$ cat src/hw/fcmd_regs.svh
// fcmd_regs.svh: offsets, command codes, status bit positions and timing counts
// assumes: included by bare name from the controller files
`ifndef FCMD_REGS_SVH
`define FCMD_REGS_SVH

// ****************************************
// controller register offsets (word index)
// ****************************************
`define FCMD_REG_CTRL      4'h0
`define FCMD_REG_ADDR      4'h1
`define FCMD_REG_WDATA     4'h2
`define FCMD_REG_STAT      4'h3
`define FCMD_REG_RDATA     4'h4

// ****************************************
// control register fields
// ****************************************
`define FCMD_CTRL_OP_LSB   0
`define FCMD_CTRL_OP_W     4
`define FCMD_CTRL_RST_BIT  4

// ****************************************
// device command codes
// ****************************************
`define FCMD_CODE_READ_ARRAY   8'hff
`define FCMD_CODE_PROGRAM      8'h40
`define FCMD_CODE_PROGRAM_ALT  8'h10
`define FCMD_CODE_ERASE_SETUP  8'h20
`define FCMD_CODE_CONFIRM      8'hd0
`define FCMD_CODE_SUSPEND      8'hb0
`define FCMD_CODE_READ_STATUS  8'h70
`define FCMD_CODE_CLEAR_STATUS 8'h50
`define FCMD_CODE_READ_ID      8'h90

// ****************************************
// device status bit positions and reset value
// ****************************************
`define FCMD_SR_BLOCK_LOCK_ERR 1
`define FCMD_SR_PROG_SUSP      2
`define FCMD_SR_PROG_VOLT_ERR  3
`define FCMD_SR_PROG_ERR       4
`define FCMD_SR_ERASE_ERR      5
`define FCMD_SR_ERASE_SUSP     6
`define FCMD_SR_READY          7
`define FCMD_SR_RESET_VAL      8'h80

// ****************************************
// bus timing, ns and derived 10 ns cycles
// ****************************************
`define FCMD_CLK_NS        10
`define FCMD_PULSE_NS      60
`define FCMD_PULSE_CYC     ((`FCMD_PULSE_NS + `FCMD_CLK_NS - 1) / `FCMD_CLK_NS)
`define FCMD_RST_NS        150
`define FCMD_RST_CYC       ((`FCMD_RST_NS + `FCMD_CLK_NS - 1) / `FCMD_CLK_NS)

`endif

$ cat src/hw/fcmd_pkg.sv
// fcmd_pkg: types of the flash command controller
// assumes: nothing; used by package::name only
package fcmd_pkg;
	// host operations ordered through the control register
	typedef enum logic [3:0] {
		FCMD_OP_NONE,
		FCMD_OP_READ_ARRAY,
		FCMD_OP_READ_STATUS,
		FCMD_OP_READ_ID,
		FCMD_OP_CLEAR_STATUS,
		FCMD_OP_PROGRAM,
		FCMD_OP_ERASE,
		FCMD_OP_SUSPEND,
		FCMD_OP_RESUME,
		FCMD_OP_READ,
		FCMD_OP_BAD_ERASE
	} fcmd_op_e;

	// mode the device is believed to be in
	typedef enum logic [1:0] {
		FCMD_MODE_ARRAY,
		FCMD_MODE_STATUS,
		FCMD_MODE_ID
	} fcmd_mode_e;
endpackage

$ cat src/hw/fcmd_sync.sv
// fcmd_sync: two-flop synchroniser for one pin level
// assumes: input from outside the clk domain
`timescale 1ns/1ps
module fcmd_sync (
	input  wire logic clk,
	input  wire logic arst_n,
	input  wire logic d,
	output logic      q
);
	logic meta_r;

	// ****************************************
	// synchroniser chain
	// ****************************************
	// reset to zero; the first flop feeds only the second
	always_ff @(posedge clk or negedge arst_n) begin
		if (!arst_n) begin
			meta_r <= 1'b0;
			q      <= 1'b0;
		end else begin
			meta_r <= d;
			q      <= meta_r;
		end
	end
endmodule // fcmd_sync

$ cat src/hw/fcmd_cycle.sv
// fcmd_cycle: one timed write or read bus cycle on the flash pins
// assumes: started by a one-cycle pulse while idle; data input already synchronised
`timescale 1ns/1ps
`include "fcmd_regs.svh"
module fcmd_cycle #(
	parameter int PULSE_CYC = `FCMD_PULSE_CYC
) (
	input  wire logic        clk,
	input  wire logic        arst_n,
	input  wire logic        start,
	input  wire logic        is_write,
	input  wire logic [15:0] wdata,
	input  wire logic [15:0] dq_sync,
	output logic             busy,
	output logic             done,
	output logic [15:0]      rdata,
	output logic             cs_n,
	output logic             oe_n,
	output logic             we_n,
	output logic             dq_oe,
	output logic [15:0]      dq_out
);
	typedef enum logic [1:0] {CYC_IDLE, CYC_STROBE, CYC_RECOVER} fcmd_cyc_e;

	fcmd_cyc_e   st_r, st_nxt;
	logic [7:0]  cnt_r, cnt_nxt;
	logic        wr_r, wr_nxt;
	logic [15:0] rd_r, rd_nxt;
	logic [15:0] wd_r, wd_nxt;
	logic        done_r, done_nxt;

	// ****************************************
	// cycle sequencing
	// ****************************************
	// strobe held a whole pulse; data sampled at the end, before strobes rise
	always_comb begin
		st_nxt   = st_r;
		cnt_nxt  = cnt_r;
		wr_nxt   = wr_r;
		rd_nxt   = rd_r;
		wd_nxt   = wd_r;
		done_nxt = 1'b0;
		unique case (st_r)
			CYC_IDLE: begin
				if (start) begin
					st_nxt  = CYC_STROBE;
					cnt_nxt = 8'(PULSE_CYC + 2);
					wr_nxt  = is_write;
					wd_nxt  = wdata;
				end
			end
			CYC_STROBE: begin
				if (cnt_r == 8'h00) begin
					st_nxt  = CYC_RECOVER;
					cnt_nxt = 8'(PULSE_CYC);
					rd_nxt  = dq_sync; // extra two cycles cover the synchroniser
				end else begin
					cnt_nxt = cnt_r - 8'h01;
				end
			end
			CYC_RECOVER: begin
				if (cnt_r == 8'h00) begin
					st_nxt   = CYC_IDLE;
					done_nxt = 1'b1;
				end else begin
					cnt_nxt = cnt_r - 8'h01;
				end
			end
		endcase
	end

	// registers only
	always_ff @(posedge clk or negedge arst_n) begin
		if (!arst_n) begin
			st_r   <= CYC_IDLE;
			cnt_r  <= 8'h00;
			wr_r   <= 1'b0;
			rd_r   <= 16'h0000;
			wd_r   <= 16'h0000;
			done_r <= 1'b0;
		end else begin
			st_r   <= st_nxt;
			cnt_r  <= cnt_nxt;
			wr_r   <= wr_nxt;
			rd_r   <= rd_nxt;
			wd_r   <= wd_nxt;
			done_r <= done_nxt;
		end
	end

	// pin drive: write latches on we_n rise with oe_n high; read keeps we_n high
	always_ff @(posedge clk or negedge arst_n) begin
		if (!arst_n) begin
			cs_n   <= 1'b1;
			oe_n   <= 1'b1;
			we_n   <= 1'b1;
			dq_oe  <= 1'b0;
			dq_out <= 16'h0000;
		end else begin
			cs_n   <= (st_nxt == CYC_IDLE);
			oe_n   <= !(st_nxt == CYC_STROBE && !wr_nxt);
			we_n   <= !(st_nxt == CYC_STROBE && wr_nxt);
			dq_oe  <= (st_nxt != CYC_IDLE) && wr_nxt;
			dq_out <= wd_nxt;
		end
	end

	assign busy  = (st_r != CYC_IDLE);
	assign done  = done_r;
	assign rdata = rd_r;
endmodule // fcmd_cycle

$ cat src/hw/fcmd_ctrl.sv
// fcmd_ctrl: host-side controller that drives a parallel NOR flash command decoder
// assumes: flash pins on the outside, a plain register port toward software
`timescale 1ns/1ps
`include "fcmd_regs.svh"
module fcmd_ctrl #(
	parameter int ADDR_W    = 22,
	parameter int PULSE_CYC = `FCMD_PULSE_CYC,
	parameter int RST_CYC   = `FCMD_RST_CYC
) (
	input  wire logic              clk,
	input  wire logic              arst_n,
	input  wire logic [3:0]        reg_addr,
	input  wire logic [31:0]       reg_wdata,
	input  wire logic              reg_wr,
	input  wire logic              reg_rd,
	output logic [31:0]            reg_rdata,
	output logic [ADDR_W-1:0]      flash_addr,
	output logic                   flash_cs_n,
	output logic                   flash_oe_n,
	output logic                   flash_we_n,
	output logic                   flash_reset_powerdown_n,
	output logic [15:0]            flash_dq_out,
	output logic                   flash_dq_oe,
	input  wire logic [15:0]       flash_dq_in
);
	typedef enum logic [2:0] {
		ST_RESET, ST_IDLE, ST_CMD, ST_SECOND, ST_READ, ST_REFUSE
	} fcmd_st_e;

	// ****************************************
	// state
	// ****************************************
	fcmd_st_e               st_r, st_nxt;
	fcmd_pkg::fcmd_mode_e   mode_r, mode_nxt;
	fcmd_pkg::fcmd_op_e     op_r, op_nxt;
	logic [ADDR_W-1:0]      addr_r, addr_nxt;
	logic [15:0]            wdata_r, wdata_nxt;
	logic [15:0]            rdata_r, rdata_nxt;
	logic [7:0]             cnt_r, cnt_nxt;
	logic                   rst_pin_r, rst_pin_nxt;
	logic                   running_r, running_nxt;   // program or erase in flight
	logic                   suspended_r, suspended_nxt;
	logic                   refused_r, refused_nxt;   // sticky, cleared by a new order
	logic                   done_r, done_nxt;         // sticky, cleared by a new order
	logic [31:0]            rdout_r, rdout_nxt;
	logic                   cyc_start, cyc_write;
	logic [15:0]            cyc_wdata;
	logic                   cyc_busy, cyc_done;
	logic [15:0]            cyc_rdata;
	logic [15:0]            dq_sync;
	logic                   cyc_cs_n, cyc_oe_n, cyc_we_n, cyc_dq_oe;
	logic [15:0]            cyc_dq_out;

	// ****************************************
	// helpers
	// ****************************************
	// command code for an order; reserved codes are never produced
	function automatic logic [7:0] op_code(input fcmd_pkg::fcmd_op_e op);
		unique case (op)
			fcmd_pkg::FCMD_OP_READ_ARRAY:   op_code = `FCMD_CODE_READ_ARRAY;
			fcmd_pkg::FCMD_OP_READ_STATUS:  op_code = `FCMD_CODE_READ_STATUS;
			fcmd_pkg::FCMD_OP_READ_ID:      op_code = `FCMD_CODE_READ_ID;
			fcmd_pkg::FCMD_OP_CLEAR_STATUS: op_code = `FCMD_CODE_CLEAR_STATUS;
			fcmd_pkg::FCMD_OP_PROGRAM:      op_code = `FCMD_CODE_PROGRAM;
			fcmd_pkg::FCMD_OP_ERASE:        op_code = `FCMD_CODE_ERASE_SETUP;
			fcmd_pkg::FCMD_OP_BAD_ERASE:    op_code = `FCMD_CODE_ERASE_SETUP;
			fcmd_pkg::FCMD_OP_SUSPEND:      op_code = `FCMD_CODE_SUSPEND;
			fcmd_pkg::FCMD_OP_RESUME:       op_code = `FCMD_CODE_CONFIRM;
			default:                        op_code = `FCMD_CODE_READ_ARRAY;
		endcase
	endfunction

	// orders the device would ignore now are refused here instead
	function automatic logic op_allowed(input fcmd_pkg::fcmd_op_e op,
			input logic running, input logic suspended);
		if (op == fcmd_pkg::FCMD_OP_NONE || op > fcmd_pkg::FCMD_OP_BAD_ERASE)
			op_allowed = 1'b0;
		else if (running)
			op_allowed = (op == fcmd_pkg::FCMD_OP_READ_STATUS) ||
				(op == fcmd_pkg::FCMD_OP_SUSPEND) || (op == fcmd_pkg::FCMD_OP_READ);
		else if (suspended)
			op_allowed = (op != fcmd_pkg::FCMD_OP_PROGRAM) &&
				(op != fcmd_pkg::FCMD_OP_ERASE) && (op != fcmd_pkg::FCMD_OP_BAD_ERASE) &&
				(op != fcmd_pkg::FCMD_OP_SUSPEND) && (op != fcmd_pkg::FCMD_OP_CLEAR_STATUS);
		else
			op_allowed = (op != fcmd_pkg::FCMD_OP_SUSPEND) &&
				(op != fcmd_pkg::FCMD_OP_RESUME);
	endfunction

	// ****************************************
	// pin data synchroniser and bus cycle engine
	// ****************************************
	for (genvar i = 0; i < 16; i++) begin : g_sync
		fcmd_sync u_sync (
			.clk    (clk),
			.arst_n (arst_n),
			.d      (flash_dq_in[i]),
			.q      (dq_sync[i])
		);
	end

	fcmd_cycle #(.PULSE_CYC(PULSE_CYC)) u_cycle (
		.clk      (clk),
		.arst_n   (arst_n),
		.start    (cyc_start),
		.is_write (cyc_write),
		.wdata    (cyc_wdata),
		.dq_sync  (dq_sync),
		.busy     (cyc_busy),
		.done     (cyc_done),
		.rdata    (cyc_rdata),
		.cs_n     (cyc_cs_n),
		.oe_n     (cyc_oe_n),
		.we_n     (cyc_we_n),
		.dq_oe    (cyc_dq_oe),
		.dq_out   (cyc_dq_out)
	);

	// ****************************************
	// order sequencing
	// ****************************************
	// one order at a time; software polls busy before the next
	always_comb begin
		st_nxt        = st_r;
		mode_nxt      = mode_r;
		op_nxt        = op_r;
		addr_nxt      = addr_r;
		wdata_nxt     = wdata_r;
		rdata_nxt     = rdata_r;
		cnt_nxt       = cnt_r;
		rst_pin_nxt   = rst_pin_r;
		running_nxt   = running_r;
		suspended_nxt = suspended_r;
		refused_nxt   = refused_r;
		done_nxt      = done_r;
		cyc_start     = 1'b0;
		cyc_write     = 1'b1;
		cyc_wdata     = {8'h00, op_code(op_r)};
		if (reg_wr && reg_addr == `FCMD_REG_ADDR)
			addr_nxt = reg_wdata[ADDR_W-1:0];
		if (reg_wr && reg_addr == `FCMD_REG_WDATA)
			wdata_nxt = reg_wdata[15:0];
		unique case (st_r)
			ST_RESET: begin
				if (cnt_r == 8'h00) begin
					rst_pin_nxt = 1'b1;
					st_nxt      = ST_IDLE;
				end else begin
					cnt_nxt = cnt_r - 8'h01;
				end
			end
			ST_IDLE: begin
				if (reg_wr && reg_addr == `FCMD_REG_CTRL) begin
					op_nxt      = fcmd_pkg::fcmd_op_e'(reg_wdata[`FCMD_CTRL_OP_W-1:0]);
					refused_nxt = 1'b0;
					done_nxt    = 1'b0;
					if (reg_wdata[`FCMD_CTRL_RST_BIT]) begin
						// power-down aborts anything in flight
						rst_pin_nxt   = 1'b0;
						cnt_nxt       = 8'(RST_CYC);
						st_nxt        = ST_RESET;
						mode_nxt      = fcmd_pkg::FCMD_MODE_ARRAY;
						running_nxt   = 1'b0;
						suspended_nxt = 1'b0;
					end else if (!op_allowed(op_nxt, running_r, suspended_r)) begin
						refused_nxt = 1'b1;
					end else if (op_nxt == fcmd_pkg::FCMD_OP_READ) begin
						// no read-array issued here; software orders it first
						st_nxt = ST_READ;
					end else begin
						st_nxt = ST_CMD;
					end
				end
			end
			ST_CMD: begin
				// first write: the command byte
				cyc_start = !cyc_busy && !cyc_done;
				if (cyc_done) begin
					unique case (op_r)
						fcmd_pkg::FCMD_OP_READ_ARRAY:  mode_nxt = fcmd_pkg::FCMD_MODE_ARRAY;
						fcmd_pkg::FCMD_OP_READ_ID:     mode_nxt = fcmd_pkg::FCMD_MODE_ID;
						fcmd_pkg::FCMD_OP_READ_STATUS: mode_nxt = fcmd_pkg::FCMD_MODE_STATUS;
						fcmd_pkg::FCMD_OP_SUSPEND:     mode_nxt = fcmd_pkg::FCMD_MODE_STATUS;
						fcmd_pkg::FCMD_OP_RESUME: begin
							mode_nxt      = fcmd_pkg::FCMD_MODE_STATUS;
							running_nxt   = 1'b1;
							suspended_nxt = 1'b0;
						end
						default: ;
					endcase
					if (op_r == fcmd_pkg::FCMD_OP_SUSPEND) begin
						running_nxt   = 1'b0;
						suspended_nxt = 1'b1;
					end
					if (op_r == fcmd_pkg::FCMD_OP_PROGRAM || op_r == fcmd_pkg::FCMD_OP_ERASE ||
							op_r == fcmd_pkg::FCMD_OP_BAD_ERASE)
						st_nxt = ST_SECOND;
					else begin
						st_nxt   = ST_IDLE;
						done_nxt = 1'b1;
					end
				end
			end
			ST_SECOND: begin
				// second write: data, erase confirm, or a deliberate non-confirm
				cyc_start = !cyc_busy && !cyc_done;
				if (op_r == fcmd_pkg::FCMD_OP_PROGRAM)
					cyc_wdata = wdata_r;
				else if (op_r == fcmd_pkg::FCMD_OP_ERASE)
					cyc_wdata = {8'h00, `FCMD_CODE_CONFIRM};
				else
					cyc_wdata = {8'h00, `FCMD_CODE_READ_STATUS};
				if (cyc_done) begin
					mode_nxt    = fcmd_pkg::FCMD_MODE_STATUS;
					running_nxt = (op_r != fcmd_pkg::FCMD_OP_BAD_ERASE);
					st_nxt      = ST_IDLE;
					done_nxt    = 1'b1;
				end
			end
			ST_READ: begin
				// address held from before the strobe to after it
				cyc_start = !cyc_busy && !cyc_done;
				cyc_write = 1'b0;
				if (cyc_done) begin
					rdata_nxt = cyc_rdata;
					if (mode_r == fcmd_pkg::FCMD_MODE_STATUS) begin
						// ready bit ends the running operation
						if (cyc_rdata[`FCMD_SR_READY] && running_r)
							running_nxt = 1'b0;
						rdata_nxt    = {8'h00, cyc_rdata[7:0]};
					end
					st_nxt   = ST_IDLE;
					done_nxt = 1'b1;
				end
			end
			ST_REFUSE: st_nxt = ST_IDLE;
		endcase
	end

	// ****************************************
	// register read port
	// ****************************************
	// read data valid only in the cycle after the strobe
	always_comb begin
		rdout_nxt = 32'h0000_0000;
		if (reg_rd) begin
			unique case (reg_addr)
				`FCMD_REG_CTRL:  rdout_nxt = {28'h000_0000, op_r};
				`FCMD_REG_ADDR:  rdout_nxt = 32'(addr_r);
				`FCMD_REG_WDATA: rdout_nxt = {16'h0000, wdata_r};
				`FCMD_REG_STAT:  rdout_nxt = {24'h00_0000, suspended_r, running_r,
					mode_r, refused_r, done_r, !rst_pin_r, st_r != ST_IDLE};
				`FCMD_REG_RDATA: rdout_nxt = {16'h0000, rdata_r};
				default:         rdout_nxt = 32'h0000_0000;
			endcase
		end
	end

	// registers only
	always_ff @(posedge clk or negedge arst_n) begin
		if (!arst_n) begin
			st_r        <= ST_RESET;
			mode_r      <= fcmd_pkg::FCMD_MODE_ARRAY;
			op_r        <= fcmd_pkg::FCMD_OP_NONE;
			addr_r      <= '0;
			wdata_r     <= 16'h0000;
			rdata_r     <= 16'h0000;
			cnt_r       <= 8'(RST_CYC);
			rst_pin_r   <= 1'b0;
			running_r   <= 1'b0;
			suspended_r <= 1'b0;
			refused_r   <= 1'b0;
			done_r      <= 1'b0;
			rdout_r     <= 32'h0000_0000;
		end else begin
			st_r        <= st_nxt;
			mode_r      <= mode_nxt;
			op_r        <= op_nxt;
			addr_r      <= addr_nxt;
			wdata_r     <= wdata_nxt;
			rdata_r     <= rdata_nxt;
			cnt_r       <= cnt_nxt;
			rst_pin_r   <= rst_pin_nxt;
			running_r   <= running_nxt;
			suspended_r <= suspended_nxt;
			refused_r   <= refused_nxt;
			done_r      <= done_nxt;
			rdout_r     <= rdout_nxt;
		end
	end

	// ****************************************
	// outputs
	// ****************************************
	// pin strobes come from flops inside the cycle engine
	assign reg_rdata               = rdout_r;
	assign flash_addr              = addr_r;
	assign flash_reset_powerdown_n = rst_pin_r;
	assign flash_cs_n              = cyc_cs_n;
	assign flash_oe_n              = cyc_oe_n;
	assign flash_we_n              = cyc_we_n;
	assign flash_dq_oe             = cyc_dq_oe;
	assign flash_dq_out            = cyc_dq_out;
endmodule // fcmd_ctrl

$ cat config.mk
export PLATFORM = sky130hd
export DESIGN_NAME = fcmd_ctrl
export DESIGN_NICKNAME = d
export VERILOG_FILES = /design/src/hw/fcmd_pkg.sv /design/src/hw/fcmd_sync.sv /design/src/hw/fcmd_cycle.sv /design/src/hw/fcmd_ctrl.sv
export VERILOG_INCLUDE_DIRS = /design/src /design/src/hw
export SDC_FILE = /design/constraint.sdc
export NUM_CORES = 1
export LEC_CHECK = 0
export BUFFER_PORTS_ARGS = -buffer_cell sky130_fd_sc_hd__buf_2
export CORE_UTILIZATION = 55
export DETAILED_ROUTE_END_ITERATION = 10
export PLACE_DENSITY = 0.77
export SETUP_SLACK_MARGIN = 0.1
export SYNTH_ARGS = -nofsm -noshare
export SYNTH_HDL_FRONTEND = slang
export SYNTH_SLANG_ARGS = --single-unit
$ cat constraint.sdc
create_clock -name clk -period 2.24 [get_ports clk]
set_input_delay 0.224 -clock clk [delete_from_list [all_inputs] [get_ports clk]]
set_output_delay 0.224 -clock clk [all_outputs]
set_load 0.01 [all_outputs]
==> results of run 1 <==
[worst max-delay path: cells and delay by family, from the launching register on]
family,cells,cell delay (ns)
AND/OR/NAND/NOR,3,0.92
AO/OA/AOI/OAI,2,0.41
adder cells (fa/ha/maj),1,0.17
buffers and inverters,1,0.08
flip-flops,1,0.39
[cell type report]
| type | instances | area (um^2) |
|---|---|---|
| Clock inverter | 14 | 190 |
| Tap cell | 176 | 220 |
| Multi-Input combinational cell | 397 | 2910 |
| Fill cell | 923 | 4070 |
| Sequential cell | 178 | 4460 |
| Timing Repair Buffer | 155 | 962 |
| Clock buffer | 18 | 429 |
| Inverter | 15 | 56.3 |
[report_power, final]
| group | leakage, nW | total [mW] | internal [mW] | switching [mW] |
|---|---|---|---|---|
| combinational | 1.87 | 3.05 | 1.38 | 1.67 |
| sequential | 2.22 | 4.32 | 3.86 | 0.461 |
| clock | 0.297 | 3.06 | 1.71 | 1.35 |
| total | 4.38 | 10.4 | 6.95 | 3.49 |
[registers in the layout (all words and copies together), names as in the netlist, 2 cells and up]
signal,count
flash_addr,22
reg_rdata,22
rdata_r,16
wdata_r,16
u_cycle.rdata,16
u_cycle.cnt_r,8
op_r,4
st_r,3
g_sync.u_sync.q,16
cnt_r,8
g_sync.u_sync.meta_r,16
u_cycle.wd_r,16
u_cycle.st_r,2
mode_r,2
[per-stage QoR]
step	cells	worst slack [ns]	power (mW)	cell area, um^2
after floorplan	630	0.188	6.27	7570
after global placement	901	0.145	7.07	8370
after detailed placement	901	0.0622	7.27	8370
after CTS	950	0.0897	10.4	9170
after global routing	953	0.104	11.0	9230
final	953	0.153	10.4	9230
[cell usage after synthesis, drive strengths merged, types with 5 or more instances]
master and instances:
nor3 8, o22ai 5, a21oi 24, nand2 61, dfstp 7, dfrtp 171, inv 15, buf 18
xnor2 6, clkbuf 22, nor2b 9, a211oi 7, o21ai 28, ha 11, or3b 5, mux2 70
a222oi 16, or3 7, nor2 36, nand3 21, and3 9
[layer usage]
layer / global-route usage, % / share of wire, % / vias up
met5: 0 / 0 / -
met4: 10.7 / 2.5 / 0
met3: 6.70 / 7.3 / 39
met2: 41.6 / 50 / 239
met1: 33.3 / 40 / 2732
li1: - / - / 2497
[final timing paths]
| path | start | to | slack [ns] | cells after the start |
|---|---|---|---|---|
| max | cnt_r[0] | st_r[2] | 0.15 | 7 |
| min | reg_wdata[17] | flash_addr[17] | 0.02 | 2 |
| max reg2reg | cnt_r[0] | st_r[2] | 0.15 | 7 |
| min reg2reg | g_sync[13].u_sync.meta_r | g_sync[13].u_sync.q | 0.35 | 0 |
| max in group asynchronous | arst_n | cnt_r[1] | 1.23 | 3 |
| min in group asynchronous | arst_n | flash_addr[17] | 0.30 | 2 |
[what timing repair did]
item,CTS,global route
endpoints found under the hold margin,67,0
gates resized for setup,2,6
buffers inserted,0,3
hold buffers,17,0
setup endpoints to repair,9,11
pin swaps,1,4
[kinds of logic after synthesis]
| family | after synthesis | synth area share, % |
|---|---|---|
| other | 1 | 0.0498 |
| XOR/XNOR | 10 | 1.16 |
| flip-flops | 178 | 59.2 |
| AND/OR/NAND/NOR | 178 | 12.2 |
| buffers and inverters | 55 | 3.32 |
| AO/OA/AOI/OAI | 118 | 11.8 |
| multiplexers | 70 | 10.5 |
| adder cells (fa/ha/maj) | 11 | 1.83 |
==> results.ini, run 1 <==
[status]
run_status = finished clean

[synth]
post_synth_num_cell_types = 73
synth_seq_area_share_pct = 59.2
ys_dominant_reg_cell = sky130_fd_sc_hd__dfrtp_1
synthArstFlopShare_pct = 100
synth_top_cell_by_area = sky130_fd_sc_hd__dfrtp_1
synth_top_cells_by_area = sky130_fd_sc_hd__dfrtp_1, sky130_fd_sc_hd__mux2_2, sky130_fd_sc_hd__nand2_1
syn_inst_count = 621
syn-cell-area_mm2 = 0.00753
yosys_warnings = 0
synth_enable_flop_cells = 0
syn_avg_cell_area_um2 = 12.1
share_of_yosys_cell_area_claimed_by_the_top_area_cell_type_pct = 56.8
synth-seq-cells = 178

[setup_path]
cpPeakStageDelay_ns = 0.39
worstPathCellList = inv_1 > ha_2 > or3b_4 > o31a_1 > or3_4 > nand2_1 > o41ai_4
critical_path_arrival_ns = 2.40
timing.critical_path.required_ns = 2.55
worst_setup_path_end_kind = flop
cp-start-kind = flop
critical_path_class = reg2reg
maximum_net_fanout_on_the_critical_path = 5
critical-path-slowest-cell = sky130_fd_sc_hd__dfstp_2

[sta]
final-max-slew-violation-count = 0
relSlewSlack_pct = 7.95
final_period_minus_worst_setup_slack_ns = 2.09
max_freq_mhz = 479
count_of_final_hold_check_violations = 0
final_min_period_over_clock_period_pct = 93.2
report.final.setup_viol = 0
finClkSkew_ns = 0.0110
finalHoldWorstSlack_ns = 0.0150
rsz0062_at_grt = false
fin_setup_tns_ns = 0
worst-slew-pin-transition_ns = 1.37

[finish]
most_common_cell_after_layout_fill_and_taps_aside = sky130_fd_sc_hd__dfrtp_1
antennaDiodeCount = 0
flow.area_growth_from_synthesis_pct = 22.5
final_core_util_pct = 69.4
finish.net_count = 831
ratio_of_cells_with_drive_above_1_in_the_final_layout_pct = 35.1
most-common-layout-cells = sky130_fd_sc_hd__dfrtp_1, sky130_fd_sc_hd__buf_2, sky130_fd_sc_hd__mux2_2

[clock_network]
numCtsBuffers = 17
cts_tree = built
numClockSinks = 178
cts-root-to-sink-buffers = 2
cts_htree_levels = 4
clock_latency_ns = 0.44
clk_pin_slew_ns = 0.07
ctsRootBufferMaster = sky130_fd_sc_hd__clkbuf_16

[detailed_routing]
avgViaCountPerCell = 5.78
final_antenna_net_count = 0
num_vias = 5507
detail_route.wirelength_mm = 17.7
drt_pass1_iterations = 8
routedWlPerCell_um = 18.5
drt-initial-drc-count = 483
drcViolationCount = 0

[global_routing]
grt_pass1_vias = 5362
globalRouteTotalUtil_pct = 25.8
grt-ovfl-total = 0
grt_first_pass_wirelength_mm = 27.8
grt_antenna_before_repair = 0
largest_net_degree_at_the_start_of_global_routing = 57

[die]
core_region_area_mm2 = 0.0133
die-area_mm2 = 0.0142
initial_standard_cell_utilization_of_the_core_pct = 56.7
die_width_um = 119
rows = 42
io_pins = 131
die_y_um = 119

[power]
p_leak_nw = 4.38
power_density_mw_per_mm2 = 1130
peakVddDrop_v = 0.00130

[placed_design]
routabilityCongestion = 0.918
hpwl_dp_mm = 12.2
io_buffer_count = 110

[min_path]
hold_path.class = in2reg

[run]
maxCapViolCount = 0

No activity file was read; power rests on OpenSTA's default activity.
==> run 2, diff against run 1 <==
Clock period 2.24 ns to 2.55 ns, I/O delays scaled along.
==> run 2 against run 1 <==
Global-route usage is 0.55 points lower. Cell count decreased by 1.4%. Core utilization fell by 1.4 points. Largest cell class unchanged. Via count down 2.3%. Clock skew rose by 0.0044 ns. Clock power down 18%. Critical path depth down 1.
==> results.ini, run 2 (synthesized netlist as in run 1, its figures left out) <==
[status]
run_status = finished clean  ; unchanged

[setup_path]
setup.worst_path.start = cnt_r[0]  ; unchanged
timing.rr.end = st_r[2]  ; unchanged
crit_end = st_r[2]  ; unchanged
reg2reg_depth = 6  ; was 7
setup_slack_of_the_most_critical_reg_to_reg_path_ns = 0.38  ; was 0.15 ns
worst_setup_path_end_kind = flop  ; unchanged
critical_path_class = reg2reg  ; unchanged
maximum_net_fanout_on_the_critical_path = 5  ; unchanged
critical_path_arrival_ns = 2.50  ; was 2.40 ns
cp-start-kind = flop  ; unchanged
timing.critical_path.required_ns = 2.88  ; was 2.55 ns
critical_path.reg2reg.startpoint = cnt_r[0]  ; unchanged

[finish]
antennaDiodeCount = 0  ; unchanged
area_occupied_by_multi_input_gates_mm2 = 0.00286  ; was 0.00291 mm^2
num-fill-cells = 950  ; was 923
ratio_of_cells_with_drive_above_1_in_the_final_layout_pct = 33.4  ; was 35.1%
most_common_cell_after_layout_fill_and_taps_aside = sky130_fd_sc_hd__dfrtp_1  ; unchanged
finish.net_count = 819  ; was 831
most-common-layout-cells = sky130_fd_sc_hd__dfrtp_1, sky130_fd_sc_hd__buf_2, sky130_fd_sc_hd__mux2_2  ; unchanged
flow.area_growth_from_synthesis_pct = 19.9  ; was 22.5%
sequential_cell_area_mm2 = 0.00446  ; unchanged

[sta]
relSlewSlack_pct = 9.22  ; was 7.95%
final_min_period_over_clock_period_pct = 85.0  ; was 93.2%
worst-slew-pin-transition_ns = 1.35  ; was 1.37 ns
finClkSkew_ns = 0.0154  ; was 0.0110 ns
final_period_minus_worst_setup_slack_ns = 2.17  ; was 2.09 ns
fin_setup_tns_ns = 0  ; unchanged
max_freq_mhz = 461  ; was 479 MHz
final-max-slew-violation-count = 0  ; unchanged
finalHoldWorstSlack_ns = 0.0559  ; was 0.0150 ns
count_of_final_hold_check_violations = 0  ; unchanged
rsz0062_at_grt = false  ; unchanged
report.final.setup_viol = 0  ; unchanged

[power]
power.clock.fraction_pct = 28.5  ; was 29.3%
power.share.sequential_pct = 43.7  ; was 41.4%
power_density_mw_per_mm2 = 974  ; was 1130 mW/mm^2
finalPower_mw = 8.80  ; was 10.4 mW
power.net_switching_mw = 2.91  ; was 3.49 mW
peakVddDrop_v = 0.000679  ; was 0.00130 V
switching_share_pct = 33.1  ; was 33.4%
power.combinational.fraction_pct = 27.8  ; was 29.2%
p_leak_nw = 4.26  ; was 4.38 nW
p_int_mw = 5.88  ; was 6.95 mW

[detailed_routing]
routedWlPerCell_um = 18.0  ; was 18.5 um
avgViaCountPerCell = 5.72  ; was 5.78
drcViolationCount = 0  ; unchanged
final_antenna_net_count = 0  ; unchanged
drt_pass1_iterations = 6  ; was 8
detail_route.wirelength_mm = 17.0  ; was 17.7 mm
num_vias = 5378  ; was 5,507
drt-initial-drc-count = 442  ; was 483

[placed_design]
routabilityCongestion = 0.948  ; was 0.918
io_buffer_count = 110  ; unchanged
hpwl_dp_mm = 11.7  ; was 12.2 mm

[global_routing]
grt-ovfl-total = 0  ; unchanged
largest_net_degree_at_the_start_of_global_routing = 61  ; was 57
grt_first_pass_wirelength_mm = 27.4  ; was 27.8 mm
grt_util_met3_pct = 6.23  ; was 6.70%
grt_pass1_vias = 5327  ; was 5,362
grt_util_met1_pct = 33.5  ; was 33.3%
globalRouteTotalUtil_pct = 25.3  ; was 25.8%
top_usage_layer = met2  ; unchanged
grt_antenna_before_repair = 0  ; unchanged
met2_usage_pct = 39.5  ; was 41.6%

[min_path]
hold_path.class = in2reg  ; unchanged
hold-path-cell-count = 2  ; unchanged

[die]
initial_standard_cell_utilization_of_the_core_pct = 56.7  ; unchanged
die_width_um = 119  ; unchanged
core_region_area_mm2 = 0.0133  ; unchanged
rows = 42  ; unchanged
die_y_um = 119  ; unchanged
die-area_mm2 = 0.0142  ; unchanged
io_pins = 131  ; unchanged

[clock_network]
cts_tree = built  ; unchanged
numClockSinks = 178  ; unchanged
cts-root-to-sink-buffers = 2  ; unchanged
ctsRootBufferMaster = sky130_fd_sc_hd__clkbuf_16  ; unchanged
numCtsBuffers = 17  ; unchanged
clk_pin_slew_ns = 0.07  ; about the same
cts.repair.resized = 0  ; was 2
cts_htree_levels = 4  ; unchanged
cts_setup_buffers = 0  ; unchanged
post_cts_hold_buffer_count = 17  ; unchanged
clock_latency_ns = 0.43  ; was 0.44 ns

[run]
maxCapViolCount = 0  ; unchanged

## run 2: worst min path at each step
| stage | to | from | slack (ns) |
|---|---|---|---|
| 2_1_floorplan | cnt_r[4] | arst_n | -0.04 |
| 3_3_place_gp | flash_addr[19] | arst_n | 0.25 |
| 3_5_place_dp | flash_addr[19] | arst_n | 0.26 |
| 4_1_cts | flash_addr[16] | reg_wdata[16] | 0.04 |
| 5_1_grt | flash_addr[16] | reg_wdata[16] | 0.05 |
| 6_report | flash_addr[16] | reg_wdata[16] | 0.06 |
## run 2: area by class of cell
class	count	share of cell area, %
Clock buffer	17	4.71
Inverter	15	0.623
Multi-Input combinational cell	397	31.7
Sequential cell	178	49.4
Timing Repair Buffer	143	9.51
Tap cell	176	2.44
Clock inverter	14	1.62
## run 2: power groups by stage
stage               clock (mW)  combinational (mW)  sequential (mW)
floorplan                    0                1.72             3.79
finish                    2.51                2.44             3.84
global route              2.66                2.70             3.91
CTS                       2.55                2.45             3.84
detailed placement           0                2.41             3.88
global placement             0                2.32             3.84
## run 2: through the flow
| stage | cell area, um^2 | cells | setup slack (ns) | utilization [%] |
|---|---|---|---|---|
| 2_1_floorplan | 7570 | 630 | 0.498 | - |
| 3_3_place_gp | 8290 | 892 | 0.456 | 62.4 |
| 3_5_place_dp | 8290 | 892 | 0.392 | 62.4 |
| 4_1_cts | 9030 | 940 | 0.376 | 68.0 |
| 5_1_grt | 9030 | 940 | 0.260 | 68.0 |
| 6_report | 9030 | 940 | 0.382 | 68.0 |
## run 2: metal layers
layer / vias up / part of all wire [%] / wire length [um]
li1: 2475 / - / -
met1: 2681 / 43 / 7250
met2: 192 / 49 / 8250
met3: 30 / 6.3 / 1070
met4: 0 / 2.2 / 380
met5: - / 0 / 0
## run 2: worst max-delay path, cell delays in order (launching register included)
cell and delay [ns]:
sky130_fd_sc_hd__dfstp_2 0.39, sky130_fd_sc_hd__inv_1 0.05, sky130_fd_sc_hd__ha_1 0.16, sky130_fd_sc_hd__or3b_4 0.41
sky130_fd_sc_hd__o31a_1 0.35, sky130_fd_sc_hd__or3_4 0.43, sky130_fd_sc_hd__o41ai_2 0.28
==> run 3, diff against run 2 <==
Settings changed: CELL_PAD_IN_SITES_DETAIL_PLACEMENT set to 1, CELL_PAD_IN_SITES_GLOBAL_PLACEMENT set to 1, CORE_UTILIZATION 55 to 48, PLACE_DENSITY 0.77 to 0.83.
==> run 3 against run 2 <==
Clock power grew 8.0%. Routed wire length grew 31%. Flip-flop and latch count is the same. Die area grew 14%. First-iteration DRC count shrank 18%. Largest power group unchanged. Global-route usage grew 3.5 points. Maximum frequency shrank 3.6%. Cell count grew 3.7%. Critical path depth grew 1. Critical endpoint is now u_cycle.cnt_r[1]. Register-to-register slack lost 0.08 ns.
==> results.ini, run 3 (synthesized netlist as in run 1, its figures left out) <==
[status]
run_status = finished clean  ; unchanged

[setup_path]
worst_setup_path_end_kind = flop  ; unchanged
timing.critical_path.required_ns = 2.93  ; was 2.88 ns
critical_path.reg2reg.startpoint = u_cycle.cnt_r[0]  ; was cnt_r[0]
timing.rr.end = u_cycle.cnt_r[1]  ; was st_r[2]
reg2reg_depth = 7  ; was 6
critical-path-slowest-cell = sky130_fd_sc_hd__or3b_1  ; was sky130_fd_sc_hd__or3_4
maximum_net_fanout_on_the_critical_path = 17  ; was 5
cpPeakStageDelay_ns = 0.49  ; was 0.43 ns
cp-start-kind = flop  ; unchanged
critical_path_arrival_ns = 2.63  ; was 2.50 ns
critical_path_class = reg2reg  ; unchanged
worstPathCellList = inv_1 > ha_1 > or3b_1 > nor2_2 > nand2_2 > a21oi_1 > mux2_2  ; was inv_1 > ha_1 > or3b_4 > o31a_1 > or3_4 > o41ai_2
setup_slack_of_the_most_critical_reg_to_reg_path_ns = 0.30  ; was 0.38 ns

[clock_network]
clk_pin_slew_ns = 0.07  ; about the same
ctsRootBufferMaster = sky130_fd_sc_hd__clkbuf_16  ; unchanged
cts.repair.resized = 0  ; unchanged
cts-root-to-sink-buffers = 2  ; unchanged
cts_htree_levels = 4  ; unchanged
numCtsBuffers = 17  ; unchanged
cts_setup_buffers = 0  ; unchanged
numClockSinks = 178  ; unchanged
cts_tree = built  ; unchanged
post_cts_hold_buffer_count = 17  ; unchanged
clock_latency_ns = 0.44  ; was 0.43 ns

[die]
die-area_mm2 = 0.0162  ; was 0.0142 mm^2
die_width_um = 127  ; was 119 um
die_y_um = 127  ; was 119 um
rows = 45  ; was 42
io_pins = 131  ; unchanged
initial_standard_cell_utilization_of_the_core_pct = 49.4  ; was 56.7%
core_region_area_mm2 = 0.0153  ; was 0.0133 mm^2

[sta]
fin_setup_tns_ns = 0  ; unchanged
relSlewSlack_pct = 40.3  ; was 9.22%
final_min_period_over_clock_period_pct = 88.2  ; was 85.0%
count_of_final_hold_check_violations = 0  ; unchanged
worst-slew-pin-transition_ns = 0.890  ; was 1.35 ns
final_period_minus_worst_setup_slack_ns = 2.25  ; was 2.17 ns
final-max-slew-violation-count = 0  ; unchanged
report.final.setup_viol = 0  ; unchanged
setup_slack_ns = 0.300  ; was 0.382 ns
max_freq_mhz = 444  ; was 461 MHz
finClkSkew_ns = 0.0103  ; was 0.0154 ns
rsz0062_at_grt = false  ; unchanged

[finish]
most_common_cell_after_layout_fill_and_taps_aside = sky130_fd_sc_hd__dfrtp_1  ; unchanged
area_occupied_by_multi_input_gates_mm2 = 0.00286  ; unchanged
ratio_of_cells_with_drive_above_1_in_the_final_layout_pct = 33.4  ; unchanged
antennaDiodeCount = 0  ; unchanged
finish.net_count = 818  ; was 819
sequential_cell_area_mm2 = 0.00446  ; unchanged
flow.area_growth_from_synthesis_pct = 21.2  ; was 19.9%
num-fill-cells = 1550  ; was 950
most-common-layout-cells = sky130_fd_sc_hd__dfrtp_1, sky130_fd_sc_hd__buf_2, sky130_fd_sc_hd__mux2_2  ; unchanged

[power]
p_leak_nw = 4.29  ; was 4.26 nW
power.share.sequential_pct = 42.4  ; was 43.7%
p_int_mw = 5.93  ; was 5.88 mW
power_density_mw_per_mm2 = 1010  ; was 974 mW/mm^2
peakVddDrop_v = 0.000623  ; was 0.000679 V
switching_share_pct = 35.7  ; was 33.1%
power.clock.fraction_pct = 29.4  ; was 28.5%
power.net_switching_mw = 3.29  ; was 2.91 mW
power.combinational.fraction_pct = 28.1  ; was 27.8%

[detailed_routing]
routedWlPerCell_um = 22.7  ; was 18.0 um
detail_route.wirelength_mm = 22.2  ; was 17.0 mm
drt-initial-drc-count = 363  ; was 442
num_vias = 5656  ; was 5,378
avgViaCountPerCell = 5.80  ; was 5.72
drt_pass1_iterations = 8  ; was 6
final_antenna_net_count = 0  ; unchanged
drcViolationCount = 0  ; unchanged

[global_routing]
grt_first_pass_wirelength_mm = 34.6  ; was 27.4 mm
grt_pass1_vias = 6036  ; was 5,327
globalRouteTotalUtil_pct = 28.8  ; was 25.3%
grt-ovfl-total = 0  ; unchanged
largest_net_degree_at_the_start_of_global_routing = 57  ; was 61
grt_antenna_before_repair = 1  ; was 0

[min_path]
hold_path.class = in2reg  ; unchanged
hold-path-cell-count = 2  ; unchanged
worst_hold_path.endpoint = flash_addr[21]  ; was flash_addr[16]
timing.hold.worst.start = reg_wdata[21]  ; was reg_wdata[16]

[placed_design]
routabilityCongestion = 0.915  ; was 0.948
dp_worst_setup_slack_ns = 0.364  ; was 0.392 ns
io_buffer_count = 110  ; unchanged
hpwl_dp_mm = 13.9  ; was 11.7 mm

[run]
maxCapViolCount = 0  ; unchanged

## run 3: cell types whose count changed in the layout (fill, tap and decap cells not counted), sizes merged
cell and delta:
clkinvlp -4, buf -1, clkinv +5
## run 3: area by class of cell
class	count	share of cell area [%]
clock inverter	15	2.11
sequential	178	48.9
timing repair buffer	142	9.47
clock buffer	17	4.66
tap	211	2.89
multi-input combinational	397	31.4
inverter	15	0.617
## run 3: power groups by stage
stage          Sequential (mW)  Combinational (mW)  Clock [mW]
5_1_grt                   3.97                2.80        2.86
3_5_place_dp              3.93                2.48           0
3_3_place_gp              3.86                2.32           0
2_1_floorplan             3.79                1.72           0
6_report                  3.91                2.59        2.71
4_1_cts                   3.90                2.58        2.73
## run 3: per-layer routing
metal,GRT usage (%),wire (um),vias to the layer above
li1,-,-,2469
met5,0,8,-
met4,13.6,776,2
met1,34.5,8710,2894
met3,5.61,1020,59
met2,50.1,11700,232
## run 3: metrics by stage
| stage | utilization, % | hold slack (ns) | cell area (um^2) | std cells | power (mW) |
|---|---|---|---|---|---|
| after detailed placement | 54.7 | 0.242 | 8340 | 926 | 6.41 |
| after global placement | 54.7 | 0.233 | 8340 | 926 | 6.18 |
| after global routing | 59.8 | 0.0474 | 9130 | 975 | 9.63 |
| final | 59.8 | 0.0523 | 9130 | 975 | 9.22 |
| after CTS | 59.8 | 0.0408 | 9130 | 975 | 9.21 |
| after floorplan | - | -0.0406 | 7570 | 630 | 5.51 |
## run 3: worst max path at each step
stage | from | endpoint
after floorplan | u_cycle.cnt_r[0] | u_cycle.cnt_r[1]
after global placement | cnt_r[0] | st_r[2]
after detailed placement | u_cycle.cnt_r[0] | u_cycle.rdata[4]
after CTS | cnt_r[0] | st_r[2]
after global routing | u_cycle.cnt_r[0] | u_cycle.cnt_r[1]
final | u_cycle.cnt_r[0] | u_cycle.cnt_r[1]
## run 3: worst max-delay path: cells and delay by family, from the launching register on
family                   cells  cell delay [ns]
AND/OR/NAND/NOR              3             1.02
flip-flops                   1             0.41
AO/OA/AOI/OAI                1             0.32
multiplexers                 1             0.20
adder cells (fa/ha/maj)      1             0.18
buffers and inverters        1             0.07
